File: src/verilog/lcd_drive_defines.vh
// Constants for the segment LCD drive and update block.
// Assumes a 32-bit AXI4-Lite slave with word-aligned registers.
`ifndef LCD_DRIVE_DEFINES_VH
`define LCD_DRIVE_DEFINES_VH
`define OFF_CTRL 8'h00
`define OFF_FCTRL 8'h04
`define OFF_STS 8'h08
`define OFF_STSCLR 8'h0C
`define OFF_RAM 8'h10
`define RAM_WORDS 4
`define RAM_IDX_W 2
// Control register fields
`define CTRL_EN 0
`define CTRL_SUPPLY_SOURCE_SELECT 1
`define CTRL_VOLTAGE_BUFFER_ENABLE 2
`define CTRL_MUX 3
`define CTRL_DUTY_LO 4
`define CTRL_DUTY_HI 6
// Frame control fields
`define FC_CON_LO 0
`define FC_CON_HI 2
`define FC_DEAD_LO 4
`define FC_DEAD_HI 6
`define FC_PULSE_LO 8
`define FC_PULSE_HI 10
`define FC_HIGH_DRIVE_ALWAYS_ON 12
`define FC_UPDATE_DONE_IRQ_ENABLE 13
// Status fields
`define STS_ENABLED_STATUS_FLAG 0
`define STS_RDY 1
`define STS_UDR 2
`define STS_UDD 3
// Duty codes and AXI response codes
`define DUTY_STATIC 3'h0
`define DUTY_1_2 3'h1
`define DUTY_1_3 3'h2
`define DUTY_1_4 3'h3
`define DUTY_1_8 3'h4
`define RESP_OKAY 2'h0
`define RESP_SLVERR 2'h2
`endif

File: src/verilog/lcd_drive.v
// Segment LCD drive sequencing, dead time, double buffer and pin map.
// Assumes phase_tick_i from an external frequency generator, one pulse per phase.
//
// The register addresses and the AXI4-Lite slave port were decided locally.
`timescale 1ns/10ps
`include "lcd_drive_defines.vh"

// Summary of operation
// Software picks external supply before enabling
// Internal supply needs charge wait before enable
// Contrast change applied only at frame start or while not running
// Step-up converter off with external supply
// Divider switch closes now, opens after even
// Low-resistance switch off, pulsed, or always on
// Buffer mode disables low-value network entirely
// Buffer enable changed only while disabled
// Ready set after settle, then drive starts
// Dead time grounds all pins between frames
// Request copies write buffer at frame boundary
// Pending update blocks write buffer writes, keeps request
// Copy done sets done flag, interrupt
// Update finishes within two frame periods
// No update while disabled, request stays pending
// Low duties give 32 segments, 1-4 commons
// Eighth duty uses top segments as commons
// Remap moves segments 28-31 to pins 40-43
// Disable grounds outputs and clears ready and enabled flags
// Request flag clears when done flag sets
module lcd_drive #(
  parameter SETTLE_CYCLES = 16 // Phase ticks until drive levels are stable
) (
  input wire clk_i, // 200 MHz clock
  input wire rst_i, // Asynchronous reset, active high
  input wire phase_tick_i, // One-cycle pulse per LCD phase
  input wire [31:0] s_axi_awaddr, // Write address
  input wire s_axi_awvalid, // Write address valid
  output reg s_axi_awready, // Write address ready
  input wire [31:0] s_axi_wdata, // Write data
  input wire [3:0] s_axi_wstrb, // Write strobes
  input wire s_axi_wvalid, // Write data valid
  output reg s_axi_wready, // Write data ready
  output reg [1:0] s_axi_bresp, // Write response
  output reg s_axi_bvalid, // Write response valid
  input wire s_axi_bready, // Write response ready
  input wire [31:0] s_axi_araddr, // Read address
  input wire s_axi_arvalid, // Read address valid
  output reg s_axi_arready, // Read address ready
  output reg [31:0] s_axi_rdata, // Read data
  output reg [1:0] s_axi_rresp, // Read response
  output reg s_axi_rvalid, // Read data valid
  input wire s_axi_rready, // Read data ready
  output reg [2:0] contrast_o, // Contrast applied to step-up
  output reg stepup_en_o, // Internal step-up converter on
  output reg divider_sw_o, // Divider enable switch closed
  output reg low_r_sw_o, // Low-resistance drive switch closed
  output reg high_net_en_o, // High-value network on
  output reg seg_active_o, // Pins driven (not grounded)
  output reg [2:0] phase_o, // Current phase index
  output reg frame_odd_o, // Odd frame of the pair
  output reg [7:0] com_sel_o, // Active common for this phase
  output reg [43:0] seg_pix_o, // Pixel state per segment pin
  output reg irq_o // Update-done interrupt
);

  reg [31:0] ctrl_r;
  reg [31:0] fctrl_r;
  reg rdy_r;
  reg udr_r;
  reg udd_r;
  reg [31:0] wbuf_r [0:`RAM_WORDS-1];
  reg [31:0] sbuf_r [0:`RAM_WORDS-1];
  reg [7:0] settle_r;
  reg [2:0] dead_r;
  reg [2:0] pulse_r;
  reg copy_r;
  reg [`RAM_IDX_W-1:0] cidx_r;
  reg [31:0] wdata_r;
  reg [3:0] wstrb_r;
  reg [7:0] waddr_r;
  reg aw_have_r;
  reg w_have_r;
  integer i;

  wire en = ctrl_r[`CTRL_EN];
  wire supply_source_select = ctrl_r[`CTRL_SUPPLY_SOURCE_SELECT];
  wire voltage_buffer_enable = ctrl_r[`CTRL_VOLTAGE_BUFFER_ENABLE];
  wire remap = ctrl_r[`CTRL_MUX];
  wire [2:0] duty = ctrl_r[`CTRL_DUTY_HI:`CTRL_DUTY_LO];
  wire [2:0] dead_cfg = fctrl_r[`FC_DEAD_HI:`FC_DEAD_LO];
  wire [2:0] pulse_cfg = fctrl_r[`FC_PULSE_HI:`FC_PULSE_LO];
  wire high_drive_always_on = fctrl_r[`FC_HIGH_DRIVE_ALWAYS_ON];
  reg [2:0] last_phase;

  always @* begin
    case (duty)
      `DUTY_STATIC: last_phase = 3'h0;
      `DUTY_1_2: last_phase = 3'h1;
      `DUTY_1_3: last_phase = 3'h2;
      `DUTY_1_4: last_phase = 3'h3;
      default: last_phase = 3'h7;
    endcase
  end

  wire running = en & rdy_r;
  // Frame timing keeps going after disable until the even frame closes the pair
  wire counting = running | (~en & divider_sw_o);
  wire in_dead = dead_r != 3'h0;
  wire frame_end = running & phase_tick_i & ~in_dead & (phase_o == last_phase);
  // Frame start: the phase tick that ends a frame's dead time, or ends the frame itself when dead time is zero
  wire frame_start = frame_end & (dead_cfg == 3'h0) |
    running & phase_tick_i & (dead_r == 3'h1);

  // Write decode
  wire wr_go = aw_have_r & w_have_r & ~s_axi_bvalid;
  wire wr_ram = waddr_r[7:4] == `OFF_RAM >> 4;
  wire [`RAM_IDX_W-1:0] wr_idx = waddr_r[`RAM_IDX_W+1:2];
  wire sts_clr = wr_go & (waddr_r == `OFF_STSCLR);

  always @(posedge clk_i or posedge rst_i) begin
    if (rst_i) begin
      s_axi_awready <= 1'b1;
      s_axi_wready <= 1'b1;
      aw_have_r <= 1'b0;
      w_have_r <= 1'b0;
      waddr_r <= 8'h00;
      wdata_r <= 32'h00000000;
      wstrb_r <= 4'h0;
      s_axi_bvalid <= 1'b0;
      s_axi_bresp <= `RESP_OKAY;
      ctrl_r <= 32'h00000000;
      fctrl_r <= 32'h00000000;
      for (i = 0; i < `RAM_WORDS; i = i + 1) begin
        wbuf_r[i] <= 32'h00000000;
      end
    end else begin
      if (s_axi_awvalid & s_axi_awready) begin
        waddr_r <= s_axi_awaddr[7:0];
        aw_have_r <= 1'b1;
        s_axi_awready <= 1'b0;
      end
      if (s_axi_wvalid & s_axi_wready) begin
        wdata_r <= s_axi_wdata;
        wstrb_r <= s_axi_wstrb;
        w_have_r <= 1'b1;
        s_axi_wready <= 1'b0;
      end
      if (wr_go) begin
        aw_have_r <= 1'b0;
        w_have_r <= 1'b0;
        s_axi_bvalid <= 1'b1;
        s_axi_bresp <= `RESP_OKAY;
        if (waddr_r == `OFF_CTRL) begin
          ctrl_r <= {25'h0000000, wdata_r[6:0]};
        end else if (waddr_r == `OFF_FCTRL) begin
          fctrl_r <= {18'h00000, wdata_r[13:0]};
        end else if (wr_ram & (waddr_r[1:0] == 2'h0)) begin
          if (udr_r) begin
            s_axi_bresp <= `RESP_SLVERR; // Write buffer locked
          end else begin
            for (i = 0; i < 4; i = i + 1) begin
              if (wstrb_r[i]) wbuf_r[wr_idx][i*8 +: 8] <= wdata_r[i*8 +: 8];
            end
          end
        end else if ((waddr_r != `OFF_STS) & (waddr_r != `OFF_STSCLR)) begin
          s_axi_bresp <= `RESP_SLVERR;
        end
      end
      if (s_axi_bvalid & s_axi_bready) begin
        s_axi_bvalid <= 1'b0;
        s_axi_awready <= 1'b1;
        s_axi_wready <= 1'b1;
      end
    end
  end

  // Read channel
  always @(posedge clk_i or posedge rst_i) begin
    if (rst_i) begin
      s_axi_arready <= 1'b1;
      s_axi_rvalid <= 1'b0;
      s_axi_rdata <= 32'h00000000;
      s_axi_rresp <= `RESP_OKAY;
    end else begin
      if (s_axi_arvalid & s_axi_arready) begin
        s_axi_arready <= 1'b0;
        s_axi_rvalid <= 1'b1;
        s_axi_rresp <= `RESP_OKAY;
        s_axi_rdata <= 32'h00000000;
        if (s_axi_araddr[7:0] == `OFF_CTRL) s_axi_rdata <= ctrl_r;
        else if (s_axi_araddr[7:0] == `OFF_FCTRL) s_axi_rdata <= fctrl_r;
        else if (s_axi_araddr[7:0] == `OFF_STS)
          s_axi_rdata <= {28'h0000000, udd_r, udr_r, rdy_r, seg_active_o | (en & rdy_r)};
        else if (s_axi_araddr[7:0] == `OFF_STSCLR) s_axi_rdata <= 32'h00000000;
        else if ((s_axi_araddr[7:4] == `OFF_RAM >> 4) & (s_axi_araddr[1:0] == 2'h0))
          s_axi_rdata <= wbuf_r[s_axi_araddr[`RAM_IDX_W+1:2]];
        else s_axi_rresp <= `RESP_SLVERR;
      end
      if (s_axi_rvalid & s_axi_rready) begin
        s_axi_rvalid <= 1'b0;
        s_axi_arready <= 1'b1;
      end
    end
  end

  // Drive sequencing, frame timing and double-buffer update
  always @(posedge clk_i or posedge rst_i) begin
    if (rst_i) begin
      rdy_r <= 1'b0;
      settle_r <= 8'h00;
      udr_r <= 1'b0;
      udd_r <= 1'b0;
      copy_r <= 1'b0;
      cidx_r <= {`RAM_IDX_W{1'b0}};
      dead_r <= 3'h0;
      pulse_r <= 3'h0;
      phase_o <= 3'h0;
      frame_odd_o <= 1'b1;
      contrast_o <= 3'h0;
      stepup_en_o <= 1'b0;
      divider_sw_o <= 1'b0;
      low_r_sw_o <= 1'b0;
      high_net_en_o <= 1'b0;
      seg_active_o <= 1'b0;
      com_sel_o <= 8'h00;
      seg_pix_o <= 44'h00000000000;
      irq_o <= 1'b0;
      for (i = 0; i < `RAM_WORDS; i = i + 1) begin
        sbuf_r[i] <= 32'h00000000;
      end
    end else begin
      stepup_en_o <= en & ~supply_source_select;
      high_net_en_o <= divider_sw_o;
      if (en) begin
        divider_sw_o <= 1'b1;
      end else if (phase_tick_i & ~in_dead & ~frame_odd_o & (phase_o == last_phase)) begin
        divider_sw_o <= 1'b0; // Open only once the odd-even pair is done
      end
      if (frame_start | ~running) begin
        contrast_o <= fctrl_r[`FC_CON_HI:`FC_CON_LO];
      end
      // Ready after settling; drive waits on it
      if (~en) begin
        rdy_r <= 1'b0;
        settle_r <= 8'h00;
      end else if (~rdy_r & phase_tick_i) begin
        if (settle_r == SETTLE_CYCLES[7:0] - 8'h01) rdy_r <= 1'b1;
        else settle_r <= settle_r + 8'h01;
      end
      // Phase and dead time counters
      if (~counting) begin
        phase_o <= 3'h0;
        dead_r <= 3'h0;
        frame_odd_o <= 1'b1;
      end else if (phase_tick_i) begin
        if (in_dead) begin
          dead_r <= dead_r - 3'h1;
        end else if (phase_o == last_phase) begin
          phase_o <= 3'h0;
          frame_odd_o <= ~frame_odd_o;
          dead_r <= dead_cfg;
        end else begin
          phase_o <= phase_o + 3'h1;
        end
      end
      // Pulse on each level change, always on, or off; buffer mode kills it
      if (~running | voltage_buffer_enable | (~high_drive_always_on & pulse_cfg == 3'h0)) begin
        pulse_r <= 3'h0;
        low_r_sw_o <= 1'b0;
      end else if (high_drive_always_on) begin
        low_r_sw_o <= 1'b1;
      end else if (phase_tick_i) begin
        pulse_r <= pulse_cfg;
        low_r_sw_o <= 1'b1;
      end else if (pulse_r != 3'h0) begin
        pulse_r <= pulse_r - 3'h1;
        low_r_sw_o <= pulse_r != 3'h1;
      end else begin
        low_r_sw_o <= 1'b0;
      end
      seg_active_o <= running & ~in_dead; // Same one-cycle lag as commons
      com_sel_o <= running ? (8'h01 << phase_o) : 8'h00;
      if (~running | in_dead) begin
        seg_pix_o <= 44'h00000000000;
      end else if (duty == `DUTY_1_8) begin
        seg_pix_o <= {12'h000, sbuf_r[phase_o[1:0]]}; // Top pins carry commons
      end else if (remap) begin
        seg_pix_o <= {sbuf_r[phase_o[1:0]][31:28], 8'h00, 4'h0,
          sbuf_r[phase_o[1:0]][27:0]};
      end else begin
        seg_pix_o <= {12'h000, sbuf_r[phase_o[1:0]]};
      end
      // Set wins over software clear of done
      if (sts_clr & wdata_r[`STS_UDD]) udd_r <= 1'b0;
      if (wr_go & (waddr_r == `OFF_STS) & wdata_r[`STS_UDR]) udr_r <= 1'b1;
      if (running & udr_r & ~copy_r & frame_start) begin
        copy_r <= 1'b1; // Start at frame boundary; done well within two frames
        cidx_r <= {`RAM_IDX_W{1'b0}};
      end
      if (copy_r & en) begin
        sbuf_r[cidx_r] <= wbuf_r[cidx_r];
        cidx_r <= cidx_r + 1'b1;
        if (cidx_r == `RAM_WORDS - 1) begin
          copy_r <= 1'b0;
          udr_r <= 1'b0;
          udd_r <= 1'b1;
        end
      end
      irq_o <= (udd_r | (copy_r & en & cidx_r == `RAM_WORDS - 1)) & fctrl_r[`FC_UPDATE_DONE_IRQ_ENABLE];
    end
  end
endmodule

File: config.mk
export PLATFORM = sky130hd
export DESIGN_NAME = lcd_drive
export DESIGN_NICKNAME = d
export VERILOG_FILES = /design/src/verilog/lcd_drive.v
export VERILOG_INCLUDE_DIRS = /design/src /design/src/verilog
export SDC_FILE = /design/constraint.sdc
export NUM_CORES = 1
export LEC_CHECK = 0
export BUFFER_PORTS_ARGS = -buffer_cell sky130_fd_sc_hd__buf_2
export CAP_MARGIN = 10
export CORE_MARGIN = 4
export CORE_UTILIZATION = 53
export CTS_BUF_LIST = sky130_fd_sc_hd__clkbuf_16
export DETAILED_ROUTE_END_ITERATION = 7
export MAX_ROUTING_LAYER = met4
export PLACE_DENSITY = 0.76
export SETUP_SLACK_MARGIN = 0.2
export SYNTH_ARGS = -nofsm -noshare
export SYNTH_HDL_FRONTEND = slang
export SYNTH_SLANG_ARGS = --single-unit
File: constraint.sdc
create_clock -name clk_i -period 11.2 [get_ports clk_i]
set_input_delay 0 -clock clk_i [delete_from_list [all_inputs] [get_ports clk_i]]
set_output_delay 0 -clock clk_i [all_outputs]
set_load 0.01 [all_outputs]
==> key figures, run 1 <==
Run status
  – Outcome: complete, no violations

Floorplanning
  – Core Region: 36610 um^2
  – Initial Utilization: 53.73%
  – Cell row count: 70
  – Die X-Extent: 200.6 um
  – Io pins: 214
  – Die span in y: 200.6 um
  – Die area: 40260 um^2

Power
  – Gate power share: 13.0%
  – Flop pwr share: 52.5%
  – P_leak: 11.22 nW
  – Sw Ratio: 27.24%
  – Worst-case vdd ir drop: 0.1791 mV
  – Clock share of power: 34.6%
  – NetSw: 1.017 mW
  – Pint: 2.715 mW
  – Cell Pwr Density: 165.0 nW/um^2

STA
  – Fmax: 377.9 MHz
  – Setup TNS: 0 ps
  – Final hold vios: 0
  – Slew @ Worst Pin: 1075 ps
  – Period utilisation layout: 23.63%
  – Max-slew violation count: 0
  – Relative max-transition margin: 28.10%
  – Clock skew: 17.96 ps
  – Final min period: 2646 ps
  – RSZ-0062 raised after global routing: no
  – Setup violations, final: 0

Logic synthesis
  – EDFF count, synth: 0
  – Count leader, synth: dfrtp_1
  – Top post-synthesis cells by area: dfrtp_1 55%, mux2_2 17%, mux4_2 11%
  – Commonest cells post-synth: 435 x dfrtp_1, 292 x mux2_2, 154 x nand2_1
  – Most used flip-flop cell after synthesis: dfrtp_1
  – Area leader, netlist: dfrtp_1
  – Mapped cell area: 19670 um^2
  – Flops & latches, synth: 439
  – Synth warn: 0
  – Yosys cell types: 62
  – Mapped Avg Cell Area: 14.08 um^2
  – Async SR Flop Fraction: 100.0%
  – Seq/Total Area, Yosys: 55.88%
  – Yosys top cell area share: 55.34%
  – Syn Inst Count: 1397

Global route
  – First-pass GRT wire length: 72150 um
  – Total track usage: 22.90%
  – Overflow after GRT: 0
  – Vias in the first global route: 12930
  – Pin count of the biggest net entering global routing: 190
  – Initial antenna violation count: 1

Setup path
  – Crit-path max FO: 16
  – Crit Path Class: flop to flop
  – CP Capture Type: flop
  – Arrival @ worst endpoint: 3060 ps
  – CP Launch Type: flop
  – Worst path required time: 11610 ps

Placement
  – I/O Buffers: 155
  – Final GP Congestion: 0.8192
  – DP HPWL: 29020 um

Detailed routing
  – Via count: 12220
  – Detailed Route WL: 44690 um
  – Drt drc: 0
  – Vias/cell: 5.852
  – First-pass iteration count of the detailed router: 5
  – Antenna-violating nets left: 0
  – Initial drt markers: 858
  – Wirelength per Cell: 21.41 um

Cells and area
  – Nets: 1719
  – Final core utilization: 61.78%
  – Diodes inserted: 0
  – Area growth, synth to finish: 14.99%
  – Fraction of final layout cells sized beyond drive strength 1: 39.57%
  – Fill count: 2720

Clock tree
  – Worst-Skew Late Latency: 550 ps
  – Root Driver: clkbuf_16
  – CTS tree: done
  – H-tree Lvls: 2
  – CTS clock-pin slew for the worst setup and hold paths: 60 ps
  – Clock tree buffer depth: 3
  – Cts repair resizes: 0
  – Total CTS buffers: 44
  – CTS sink cnt: 439

Flow run
  – Max-Cap Viols: 0

Min path
  – Hold Crit Class: primary input to async pin
==> state kept, by name (all words and copies together), names as in the netlist, 2 cells and up <==
signal / flops
pulse_r: 3
wstrb_r: 4
fctrl_r: 14
cidx_r: 2
wbuf_r: 128
settle_r: 8
waddr_r: 8
dead_r: 3
contrast_o: 3
com_sel_o: 8
seg_pix_o: 36
phase_o: 3
sbuf_r: 128
ctrl_r: 7
wdata_r: 32
s_axi_rdata: 32
==> kinds of logic after synthesis <==
family	count (synthesis)	share of synthesized area, %
compound gates	108	3.709
xor+xnor	6	0.2672
fa+ha+maj	17	1.081
buf+inv	129	2.818
flops	439	55.88
mux	395	28.07
other cells	1	0.01907
simple gates	302	8.162
==> critical path, cell delays in order, from the launching register on <==
cell	delay, ps
dfrtp_1	380
or4_4	580
nor4b_4	230
buf_4	360
and3_1	560
mux2_2	400
==> power groups by stage <==
| stage | clock, mW | sequential, mW | combinational [mW] |
|---|---|---|---|
| after global routing | 1.38 | 1.98 | 0.532 |
| after global placement | 0 | 1.96 | 0.451 |
| after CTS | 1.32 | 1.95 | 0.487 |
| final | 1.29 | 1.96 | 0.485 |
| after detailed placement | 0 | 1.98 | 0.467 |
| after floorplan | 0 | 1.91 | 0.356 |
==> cell usage in the layout, fill, tap and decap left out, types with 4 or more instances in the layout <==
cell,instances
xnor2_1,5
clkinv_1,13
nand3_4,10
nand2_1,149
dlygate4sd3_1,57
ha_1,17
nor3_1,7
conb_1,10
dfrtp_1,433
o31ai_1,19
a21oi_1,19
o211ai_1,7
a31oi_1,4
nor2_1,25
and2_1,7
or3_1,4
nor2b_1,9
a211oi_1,6
dfstp_2,4
mux4_2,96
nand3_1,11
a211o_1,4
inv_1,57
mux2i_1,7
o21ai_0,23
mux2_2,292
nand2_2,5
buf_2,155
nor3b_1,7
or4_1,4
buf_4,13
and3_1,42
clkbuf_16,45
==> area by class of cell <==
type	count	area [um^2]	share of cell area, %
tap	468	585.6	2.589
timing repair buffer	226	1464	6.472
sequential	439	10990	48.60
clock buffer	45	1126	4.979
clock inverter	27	102.6	0.4536
multi-input combinational	838	8174	36.14
inverter	45	172.7	0.7634
==> metrics by stage <==
stage	worst slack [ps]	power, mW	area [um^2]	hold WS [ps]	std cells
2_1_floorplan	5272	2.266	19710	63.05	1406
3_3_place_gp	8620	2.416	20820	55.58	1959
3_5_place_dp	8570	2.447	20820	59.14	1959
4_1_cts	8550	3.757	22620	19.91	2088
5_1_grt	8467	3.898	22620	68.02	2088
6_report	8554	3.731	22620	41.31	2088
==> timing repair <==
item | CTS | global route
setup buffers | 0 | 0
hold endpoints to repair | 79 | 0
hold buffers | 57 | 0
==> routing by layer <==
layer	vias to the layer above	global-route usage, %	share of wire (%)
li1	5434	-	-
met1	6382	31.47	44
met4	0	5.605	2.2
met5	-	-	0
met3	71	3.570	5.2
met2	333	36.63	49
==> final timing paths <==
check | start | depth (start not counted) | slack [ps] | to
worst min register to register | divider_sw_o$_DFFE_PP0P_ | 0 | 460 | high_net_en_o$_DFF_PP0_
max in group asynchronous | rst_i | 5 | 8900 | wbuf_r[119]$_DFFE_PP0P_
min in group clk_i | s_axi_araddr[7] | 5 | 90 | s_axi_rdata[3]$_DFFE_PP0P_
worst min-delay path | rst_i | 3 | 40 | com_sel_o[3]$_DFF_PP0_
worst max-delay path | waddr_r[0]$_DFFE_PP0P_ | 5 | 8550 | wbuf_r[23]$_DFFE_PP0P_
worst max register to register | waddr_r[0]$_DFFE_PP0P_ | 5 | 8550 | wbuf_r[23]$_DFFE_PP0P_
No activity file was read; power rests on OpenSTA's default activity.
==> run 2, diff against run 1 <==
--- a/config.mk
+++ b/config.mk
@@ -6,6 +6,7 @@
 export SDC_FILE = /design/constraint.sdc
 export NUM_CORES = 1
 export LEC_CHECK = 0
+export ABC_AREA = 1
 export BUFFER_PORTS_ARGS = -buffer_cell sky130_fd_sc_hd__buf_2
 export CAP_MARGIN = 10
 export CORE_MARGIN = 4
==> constraint.sdc (replaced) <==
create_clock -name clk_i -period 2.2 [get_ports clk_i]
set_input_delay 0 -clock clk_i [delete_from_list [all_inputs] [get_ports clk_i]]
set_output_delay 0 -clock clk_i [all_outputs]
set_load 0.01 [all_outputs]
==> run 2 against run 1 <==
  * Wire length increased by 15%
  * Combinational power increased to 14 times the previous value
  * Via count increased by 35%
  * Core utilization increased by 1.6 points
  * Clock-buffer cell count unchanged
  * Total power increased to 6.4 times the previous value
  * Non-clock buffer count increased by 44
  * Final cell count increased by 41%
  * Register-to-register slack got worse by 8200 ps
  * Largest power group unchanged
==> key figures, run 2 <==
STA
  – RSZ-0062 raised after global routing: no (unchanged)
  – Setup violations, final: 0 (unchanged)
  – Relative max-transition margin: 52.80% (was 28.10%)
  – Clock skew: 17.61 ps (was 17.96 ps)
  – Worst hold margin: 107.1 ps (was 41.31 ps)
  – Final hold vios: 0 (unchanged)
  – Period utilisation layout: 86.98%
  – Max-slew violation count: 0 (unchanged)
  – Fmax: 522.6 MHz
  – Final min period: 1914 ps
  – Slew @ Worst Pin: 707.2 ps (was 1075 ps)

Logic synthesis
  – Area leader, netlist: dfrtp_1 (unchanged)
  – Multiplexer share of the synthesized area: 0% (was 28.07%)
  – Synth Area in Simple Gates: 18.78% (was 8.162%)
  – Seq/Total Area, Yosys: 56.55% (was 55.88%)
  – Largest family of logic cells by synthesized area: simple AND/OR/NAND/NOR gates (was multiplexers)
  – Flops & latches, synth: 439 (unchanged)
  – Mapped cell area: 19430 um^2 (was 19670 um^2)
  – EDFF count, synth: 0 (unchanged)
  – Yosys top cell area share: 56.01% (was 55.34%)
  – Top post-synthesis cells by area: dfrtp_1 56%, o21ai_0 12%, nand2_1 12% (was dfrtp_1 55%, mux2_2 17%, mux4_2 11%)
  – Synth warn: 0 (unchanged)
  – Most used flip-flop cell after synthesis: dfrtp_1 (unchanged)
  – Synth Area in Compound Gates: 17.19% (was 3.709%)
  – XOR/XNOR Fraction of Synth Area: 0.1352% (was 0.2672%)
  – Yosys cell types: 40 (was 62)
  – Async SR Flop Fraction: 100.0% (unchanged)
  – Post-Synth Adder-Cell Area: 1.095% (was 1.081%)
  – Syn Inst Count: 2252 (was 1397)
  – Commonest cells post-synth: 615 x nand2_1, 479 x o21ai_0, 435 x dfrtp_1 (was 435 x dfrtp_1, 292 x mux2_2, 154 x nand2_1)
  – Mapped Avg Cell Area: 8.630 um^2 (was 14.08 um^2)
  – Count leader, synth: nand2_1 (was dfrtp_1)

Setup path
  – Cell family with most CP delay: buffers and inverters (was simple AND/OR/NAND/NOR gates)
  – Worst r2r src: ctrl_r[0]$_DFFE_PP0P_ (was waddr_r[0]$_DFFE_PP0P_)
  – Critical-path top delay cell: dlygate4sd3_1 (was or4_4)
  – R2r worst-path depth: 7 (was 5)
  – CP Capture Type: flop (unchanged)
  – WP depth: 9 (was 5)
  – CP Cell Sequence: dlygate4sd3_1 > buf_2 > or2_2 > dlygate4sd3_1 > nor3_4 > inv_2 > o211ai_1 > nand2_1 > nand2_1 (was or4_4 > nor4b_4 > buf_4 > and3_1 > mux2_2)
  – Worst Setup SP: s_axi_araddr[5] (was waddr_r[0]$_DFFE_PP0P_)
  – Slowest stage delay, CP: 610 ps (was 580 ps)
  – Worst path required time: 2670 ps (was 11610 ps)
  – WP buf/inv: 4 (was 1)
  – R2R Setup Slk: 390 ps (was 8550 ps)
  – Crit Path Class: primary input to flop (was flop to flop)
  – End of the critical path: s_axi_rdata[5]$_DFFE_PP0P_ (was wbuf_r[23]$_DFFE_PP0P_)
  – Crit-path max FO: 6 (was 16)
  – R2R Path End: irq_o$_DFF_PP0_ (was wbuf_r[23]$_DFFE_PP0P_)
  – CP Launch Type: primary input (was flop)
  – Arrival @ worst endpoint: 2390 ps (was 3060 ps)

Floorplanning
  – Die span in y: 199.5 um (was 200.6 um)
  – Io pins: 214 (unchanged)
  – Initial Utilization: 54.24% (was 53.73%)
  – Die area: 39790 um^2 (was 40260 um^2)
  – Die X-Extent: 199.5 um (was 200.6 um)
  – Core Region: 35830 um^2 (was 36610 um^2)
  – Cell row count: 69 (was 70)

Clock tree
  – H-tree Lvls: 2 (unchanged)
  – CTS tree: done (unchanged)
  – Root Driver: clkbuf_16 (unchanged)
  – CTS clock-pin slew for the worst setup and hold paths: 60 ps (about the same)
  – Clock tree buffer depth: 3 (unchanged)
  – CTS sink cnt: 439 (unchanged)
  – Worst-Skew Late Latency: 540 ps (was 550 ps)
  – Setup Fix Bufs, Post-CTS: 0 (unchanged)
  – Total CTS buffers: 45 (was 44)

Detailed routing
  – Vias/cell: 5.616 (was 5.852)
  – Drt drc: 0 (unchanged)
  – Antenna-violating nets left: 0 (unchanged)
  – Via count: 16540 (was 12220)
  – Initial drt markers: 1612 (was 858)
  – First-pass iteration count of the detailed router: 5 (unchanged)
  – Wirelength per Cell: 17.50 um (was 21.41 um)
  – Detailed Route WL: 51520 um (was 44690 um)

Power
  – P_leak: 10.64 nW (was 11.22 nW)
  – Worst-case vdd ir drop: 0.6440 mV (was 0.1791 mV)
  – PnR Total Power: 23.84 mW (was 3.731 mW)
  – Cell Pwr Density: 1050 nW/um^2 (was 165.0 nW/um^2)

Global route
  – Overflow after GRT: 0 (unchanged)
  – Total track usage: 26.93% (was 22.90%)
  – Pin count of the biggest net entering global routing: 72 (was 190)
  – First-pass GRT wire length: 84280 um (was 72150 um)
  – Initial antenna violation count: 1 (unchanged)
  – Vias in the first global route: 15950 (was 12930)

Cells and area
  – Final Cell Area: 22700 um^2 (was 22620 um^2)
  – Commonest non-fill, non-tap cell in the layout: nand2_1 (was dfrtp_1)
  – Fill count: 3004 (was 2720)
  – Fraction of final layout cells sized beyond drive strength 1: 12.16% (was 39.57%)
  – Area growth, synth to finish: 16.82% (was 14.99%)
  – Nets: 2578 (was 1719)
  – Most frequent cells in the layout: 614 x nand2_1, 477 x o21ai_0, 433 x dfrtp_1, 174 x nor2_1, 155 x buf_2 (was 433 x dfrtp_1, 292 x mux2_2, 155 x buf_2, 149 x nand2_1, 96 x mux4_2)
  – Top flop regs: sbuf_r x128, wbuf_r x128, seg_pix_o x36 (unchanged)

Placement
  – DP HPWL: 34060 um (was 29020 um)
  – Placed Area: 20800 um^2 (was 20820 um^2)
  – I/O Buffers: 155 (unchanged)
  – Final GP Congestion: 0.9002 (was 0.8192)

Min path
  – Hold Crit Class: primary input to async pin (unchanged)

Flow run
  – Max-Cap Viols: 0 (unchanged)

Run status
  – Outcome: complete, no violations (unchanged)
[run 2: cell families (layout without fill, tap and decap cells)]
kind of cell             after synthesis  after routing
XOR/XNOR                               3              3
buffers and inverters                274            496
flip-flops                           439            439
AO/OA/AOI/OAI                        630            630
adder cells (fa/ha/maj)               17             17
AND/OR/NAND/NOR                      888            888
other                                  1             11
[run 2: timing repair]
action                                  4_1_cts  5_1_grt
endpoints found under the hold margin       172        0
gates resized for setup                       0        8
hold buffers                                 60        0
endpoints found under the setup margin        0       47
[run 2: metrics by stage]
stage	TNS, ps	setup WS (ps)	utilization (%)	instances
2_1_floorplan	-1630030	-3728	-	2261
6_report	0	286.4	63.37	2945
5_1_grt	0	224.9	63.37	2945
4_1_cts	0	234.1	63.32	2944
3_5_place_dp	0	270.1	58.07	2807
3_3_place_gp	0	374.9	58.07	2807
[run 2: worst register-to-register path, cell delays in order, from the launching register on]
cell and delay [ps]:
dfrtp_1 530, nand2_1 220, clkinv_1 200, nand2_2 210, inv_1 130, or2_2 290
inv_1 80, nor2_1 60
[run 2: power breakdown]
group / switching [mW] / internal (mW)
Clock: 2.98 / 3.79
Combinational: 4.61 / 1.98
Sequential: 0.951 / 9.52
Total: 8.54 / 15.3
[run 2: area by class of cell]
cell class | instances | area, um^2 | area share [%]
Antenna cell | 1 | 2.502 | 0.01102
Clock buffer | 45 | 1126 | 4.960
Clock inverter | 32 | 156.4 | 0.6889
Inverter | 149 | 569.3 | 2.508
Multi-Input combinational cell | 1548 | 7277 | 32.05
Sequential cell | 439 | 10990 | 48.42
Tap cell | 461 | 576.8 | 2.541
Timing Repair Buffer | 270 | 2002 | 8.818
[run 2: metal layers]
metal / global-route usage (%) / wire length (um)
met5: - / 0
met4: 7.950 / 1376
met3: 3.979 / 3654
met2: 41.13 / 23920
met1: 38.03 / 22570
[run 2: worst min-delay path by stage]
stage,start,to,slack (ps),cells after the start
after global routing,rst_i,sbuf_r[65]$_DFFE_PP0P_,130,3
after detailed placement,rst_i,sbuf_r[65]$_DFFE_PP0P_,110,2
after floorplan,s_axi_arvalid,s_axi_arready$_DFFE_PP1P_,70,1
after CTS,s_axi_araddr[4],s_axi_rdata[1]$_DFFE_PP0P_,60,7
after global placement,rst_i,sbuf_r[65]$_DFFE_PP0P_,110,2
final,rst_i,sbuf_r[65]$_DFFE_PP0P_,110,3
==> run 3, diff against run 2 <==
--- a/config.mk
+++ b/config.mk
@@ -9,12 +9,10 @@
 export ABC_AREA = 1
 export BUFFER_PORTS_ARGS = -buffer_cell sky130_fd_sc_hd__buf_2
 export CAP_MARGIN = 10
-export CORE_MARGIN = 4
-export CORE_UTILIZATION = 53
+export CORE_UTILIZATION = 35
 export CTS_BUF_LIST = sky130_fd_sc_hd__clkbuf_16
 export DETAILED_ROUTE_END_ITERATION = 7
 export MAX_ROUTING_LAYER = met4
-export PLACE_DENSITY = 0.76
 export SETUP_SLACK_MARGIN = 0.2
 export SYNTH_ARGS = -nofsm -noshare
 export SYNTH_HDL_FRONTEND = slang
==> run 3 against run 2 <==
  * Final cell count increased by 10%
  * Total power increased by 3.0%
  * Global-route usage decreased by 6.9 points
  * Worst hold slack got worse by 67 ps
  * Sequential power about the same
  * Cell area increased by 2.4%
  * Core utilization decreased by 21 points
  * Via count decreased by 1.8%
  * Flip-flop and latch count unchanged
  * Critical path depth unchanged
  * Clock-buffer cell count increased by 6
  * Critical path type unchanged
  * Largest power group unchanged
==> key figures, run 3 (same netlist as run 2, synthesis figures left out) <==
Clock tree
  – Root Driver: clkbuf_16 (unchanged)
  – Setup Fix Bufs, Post-CTS: 0 (unchanged)
  – Worst-Skew Late Latency: 600 ps (was 540 ps)
  – Clock tree buffer depth: 3 (unchanged)
  – CTS sink cnt: 439 (unchanged)
  – H-tree Lvls: 2 (unchanged)
  – CTS clock-pin slew for the worst setup and hold paths: 60 ps (about the same)
  – CTS tree: done (unchanged)
  – Total CTS buffers: 49 (was 45)

Placement
  – Placed Cells: 3092 (was 2807)
  – I/O Buffers: 155 (unchanged)
  – Final GP Congestion: 0.8740 (was 0.9002)
  – Placed Area: 21180 um^2 (was 20800 um^2)
  – DP HPWL: 36330 um (was 34060 um)

Power
  – Worst-case vdd ir drop: 0.5581 mV (was 0.6440 mV)
  – PnR Total Power: 24.55 mW (was 23.84 mW)
  – Cell Pwr Density: 1056 nW/um^2 (was 1050 nW/um^2)
  – P_leak: 10.77 nW (was 10.64 nW)

Detailed routing
  – Detailed Route WL: 54310 um (was 51520 um)
  – Wirelength per Cell: 16.75 um (was 17.50 um)
  – Via count: 16240 (was 16540)
  – Initial drt markers: 1516 (was 1612)
  – Drt drc: 0 (unchanged)
  – Vias/cell: 5.008 (was 5.616)
  – First-pass iteration count of the detailed router: 5 (unchanged)
  – Antenna-violating nets left: 0 (unchanged)

STA
  – Max-slew violation count: 0 (unchanged)
  – Fmax: 510.0 MHz (was 522.6 MHz)
  – Relative max-transition margin: 55.05% (was 52.80%)
  – Final hold vios: 0 (unchanged)
  – Period utilisation layout: 89.12% (was 86.98%)
  – Clock skew: 21.16 ps (was 17.61 ps)
  – Slew @ Worst Pin: 673.5 ps (was 707.2 ps)
  – Final min period: 1961 ps (was 1914 ps)
  – Setup violations, final: 0 (unchanged)
  – RSZ-0062 raised after global routing: no (unchanged)

Global route
  – First-pass GRT wire length: 86730 um (was 84280 um)
  – Vias in the first global route: 15520 (was 15950)
  – Pin count of the biggest net entering global routing: 107 (was 72)
  – Initial antenna violation count: 0 (was 1)
  – Total track usage: 20.01% (was 26.93%)
  – Overflow after GRT: 0 (unchanged)

Setup path
  – Slowest stage delay, CP: 630 ps (was 610 ps)
  – CP Cell Sequence: dlygate4sd3_1 > buf_2 > or2_2 > dlygate4sd3_1 > nor3_4 > inv_1 > o211ai_1 > nand2_1 > nand2_1 (was dlygate4sd3_1 > buf_2 > or2_2 > dlygate4sd3_1 > nor3_4 > inv_2 > o211ai_1 > nand2_1 > nand2_1)
  – Critical-path top delay cell: dlygate4sd3_1 (unchanged)
  – CP Capture Type: flop (unchanged)
  – CP Launch Type: primary input (unchanged)
  – WP buf/inv: 4 (unchanged)
  – Crit-path max FO: 6 (unchanged)
  – Worst path required time: 2730 ps (was 2670 ps)
  – Crit Path Class: primary input to flop (unchanged)
  – Arrival @ worst endpoint: 2490 ps (was 2390 ps)
  – Cell family with most CP delay: buffers and inverters (unchanged)

Cells and area
  – Most frequent cells in the layout: 614 x nand2_1, 476 x o21ai_0, 432 x dfrtp_1, 174 x nor2_1, 161 x inv_1 (was 614 x nand2_1, 477 x o21ai_0, 433 x dfrtp_1, 174 x nor2_1, 155 x buf_2)
  – Final core utilization: 42.79% (was 63.37%)
  – Post-route non-filler standard cell count: 3243 (was 2945)
  – Area growth, synth to finish: 19.66% (was 16.82%)
  – Fraction of final layout cells sized beyond drive strength 1: 12.58% (was 12.16%)
  – Top flop regs: sbuf_r x128, wbuf_r x128, seg_pix_o x36 (unchanged)
  – Commonest non-fill, non-tap cell in the layout: nand2_1 (unchanged)
  – Nets: 2591 (was 2578)
  – Final Cell Area: 23250 um^2 (was 22700 um^2)

Floorplanning
  – Core Region: 54350 um^2 (was 35830 um^2)
  – Die span in y: 237.6 um (was 199.5 um)
  – Die X-Extent: 237.6 um (was 199.5 um)
  – Die area: 56470 um^2 (was 39790 um^2)
  – Io pins: 214 (unchanged)
  – Initial Utilization: 35.76% (was 54.24%)
  – Cell row count: 85 (was 69)

Flow run
  – Max-Cap Viols: 0 (unchanged)

Min path
  – Hold Crit Class: primary input to flop (was primary input to async pin)

Run status
  – Outcome: complete, no violations (unchanged)
## run 3: cell types whose count changed in the layout (fill, tap and decap cells not counted), moves of 4 or more
cell,change
inv_1,+9
buf_4,+7
clkbuf_16,+6
clkinv_1,-4
## run 3: final cells by class
class | instances | area, um^2
timing repair buffer | 279 | 2057
clock buffer | 51 | 1276
inverter | 149 | 563.0
tap | 739 | 924.6
antenna | 1 | 2.502
fill | 5367 | 31090
clock inverter | 37 | 165.2
multi-input combinational | 1548 | 7272
sequential | 439 | 10990
## run 3: worst register-to-register path, delay by kind of cell (launching register included)
family	cells	cell delay, ps
buf+inv	5	600
fa+ha+maj	1	160
flops	1	400
compound gates	1	200
simple gates	2	350
## run 3: through the flow
stage | setup WS [ps] | hold WS (ps) | setup TNS (ps)
2_1_floorplan | -3728 | 74.02 | -1630030
6_report | 239.4 | 39.60 | 0
3_5_place_dp | 270.6 | -24.42 | 0
3_3_place_gp | 308.6 | -30.65 | 0
4_1_cts | 271.6 | 7.544 | 0
5_1_grt | 201.9 | 71.70 | 0
## run 3: final timing paths
path                                           from                          to  slack (ps)  cells after the start
max in group asynchronous                     rst_i      sbuf_r[61]$_DFFE_PP0P_         760                      6
min in group asynchronous                     rst_i     high_net_en_o$_DFF_PP0_         510                      4
max reg2reg                   dead_r[0]$_DFFE_PP0P_     seg_pix_o[15]$_DFF_PP0_         400                      9
max                                 s_axi_araddr[5]  s_axi_rdata[5]$_DFFE_PP0P_         240                      9
min reg2reg                divider_sw_o$_DFFE_PP0P_     high_net_en_o$_DFF_PP0_         430                      0
min                                 s_axi_araddr[4]  s_axi_rdata[1]$_DFFE_PP0P_          40                      7
## run 3: layer usage
layer	share of wire, %	track usage (%)	wire length (um)
met5	0	-	0
met4	3.4	7.605	1863
met3	5.5	3.019	2969
met2	45	30.35	24460
met1	46	27.05	25010
## run 3: repair_timing
item                                   CTS  global route
resized for setup                        0             8
endpoints found under the hold margin  360             0
setup endpoints to repair                0            38
hold buffers                            62             0
## run 3: report_power, final
group          internal (mW)  leakage [nW]  total [mW]  switching, mW
Clock                   4.16         0.779        7.44           3.28
Combinational           2.03          4.02        6.62           4.59
Sequential              9.52          5.98        10.5          0.971
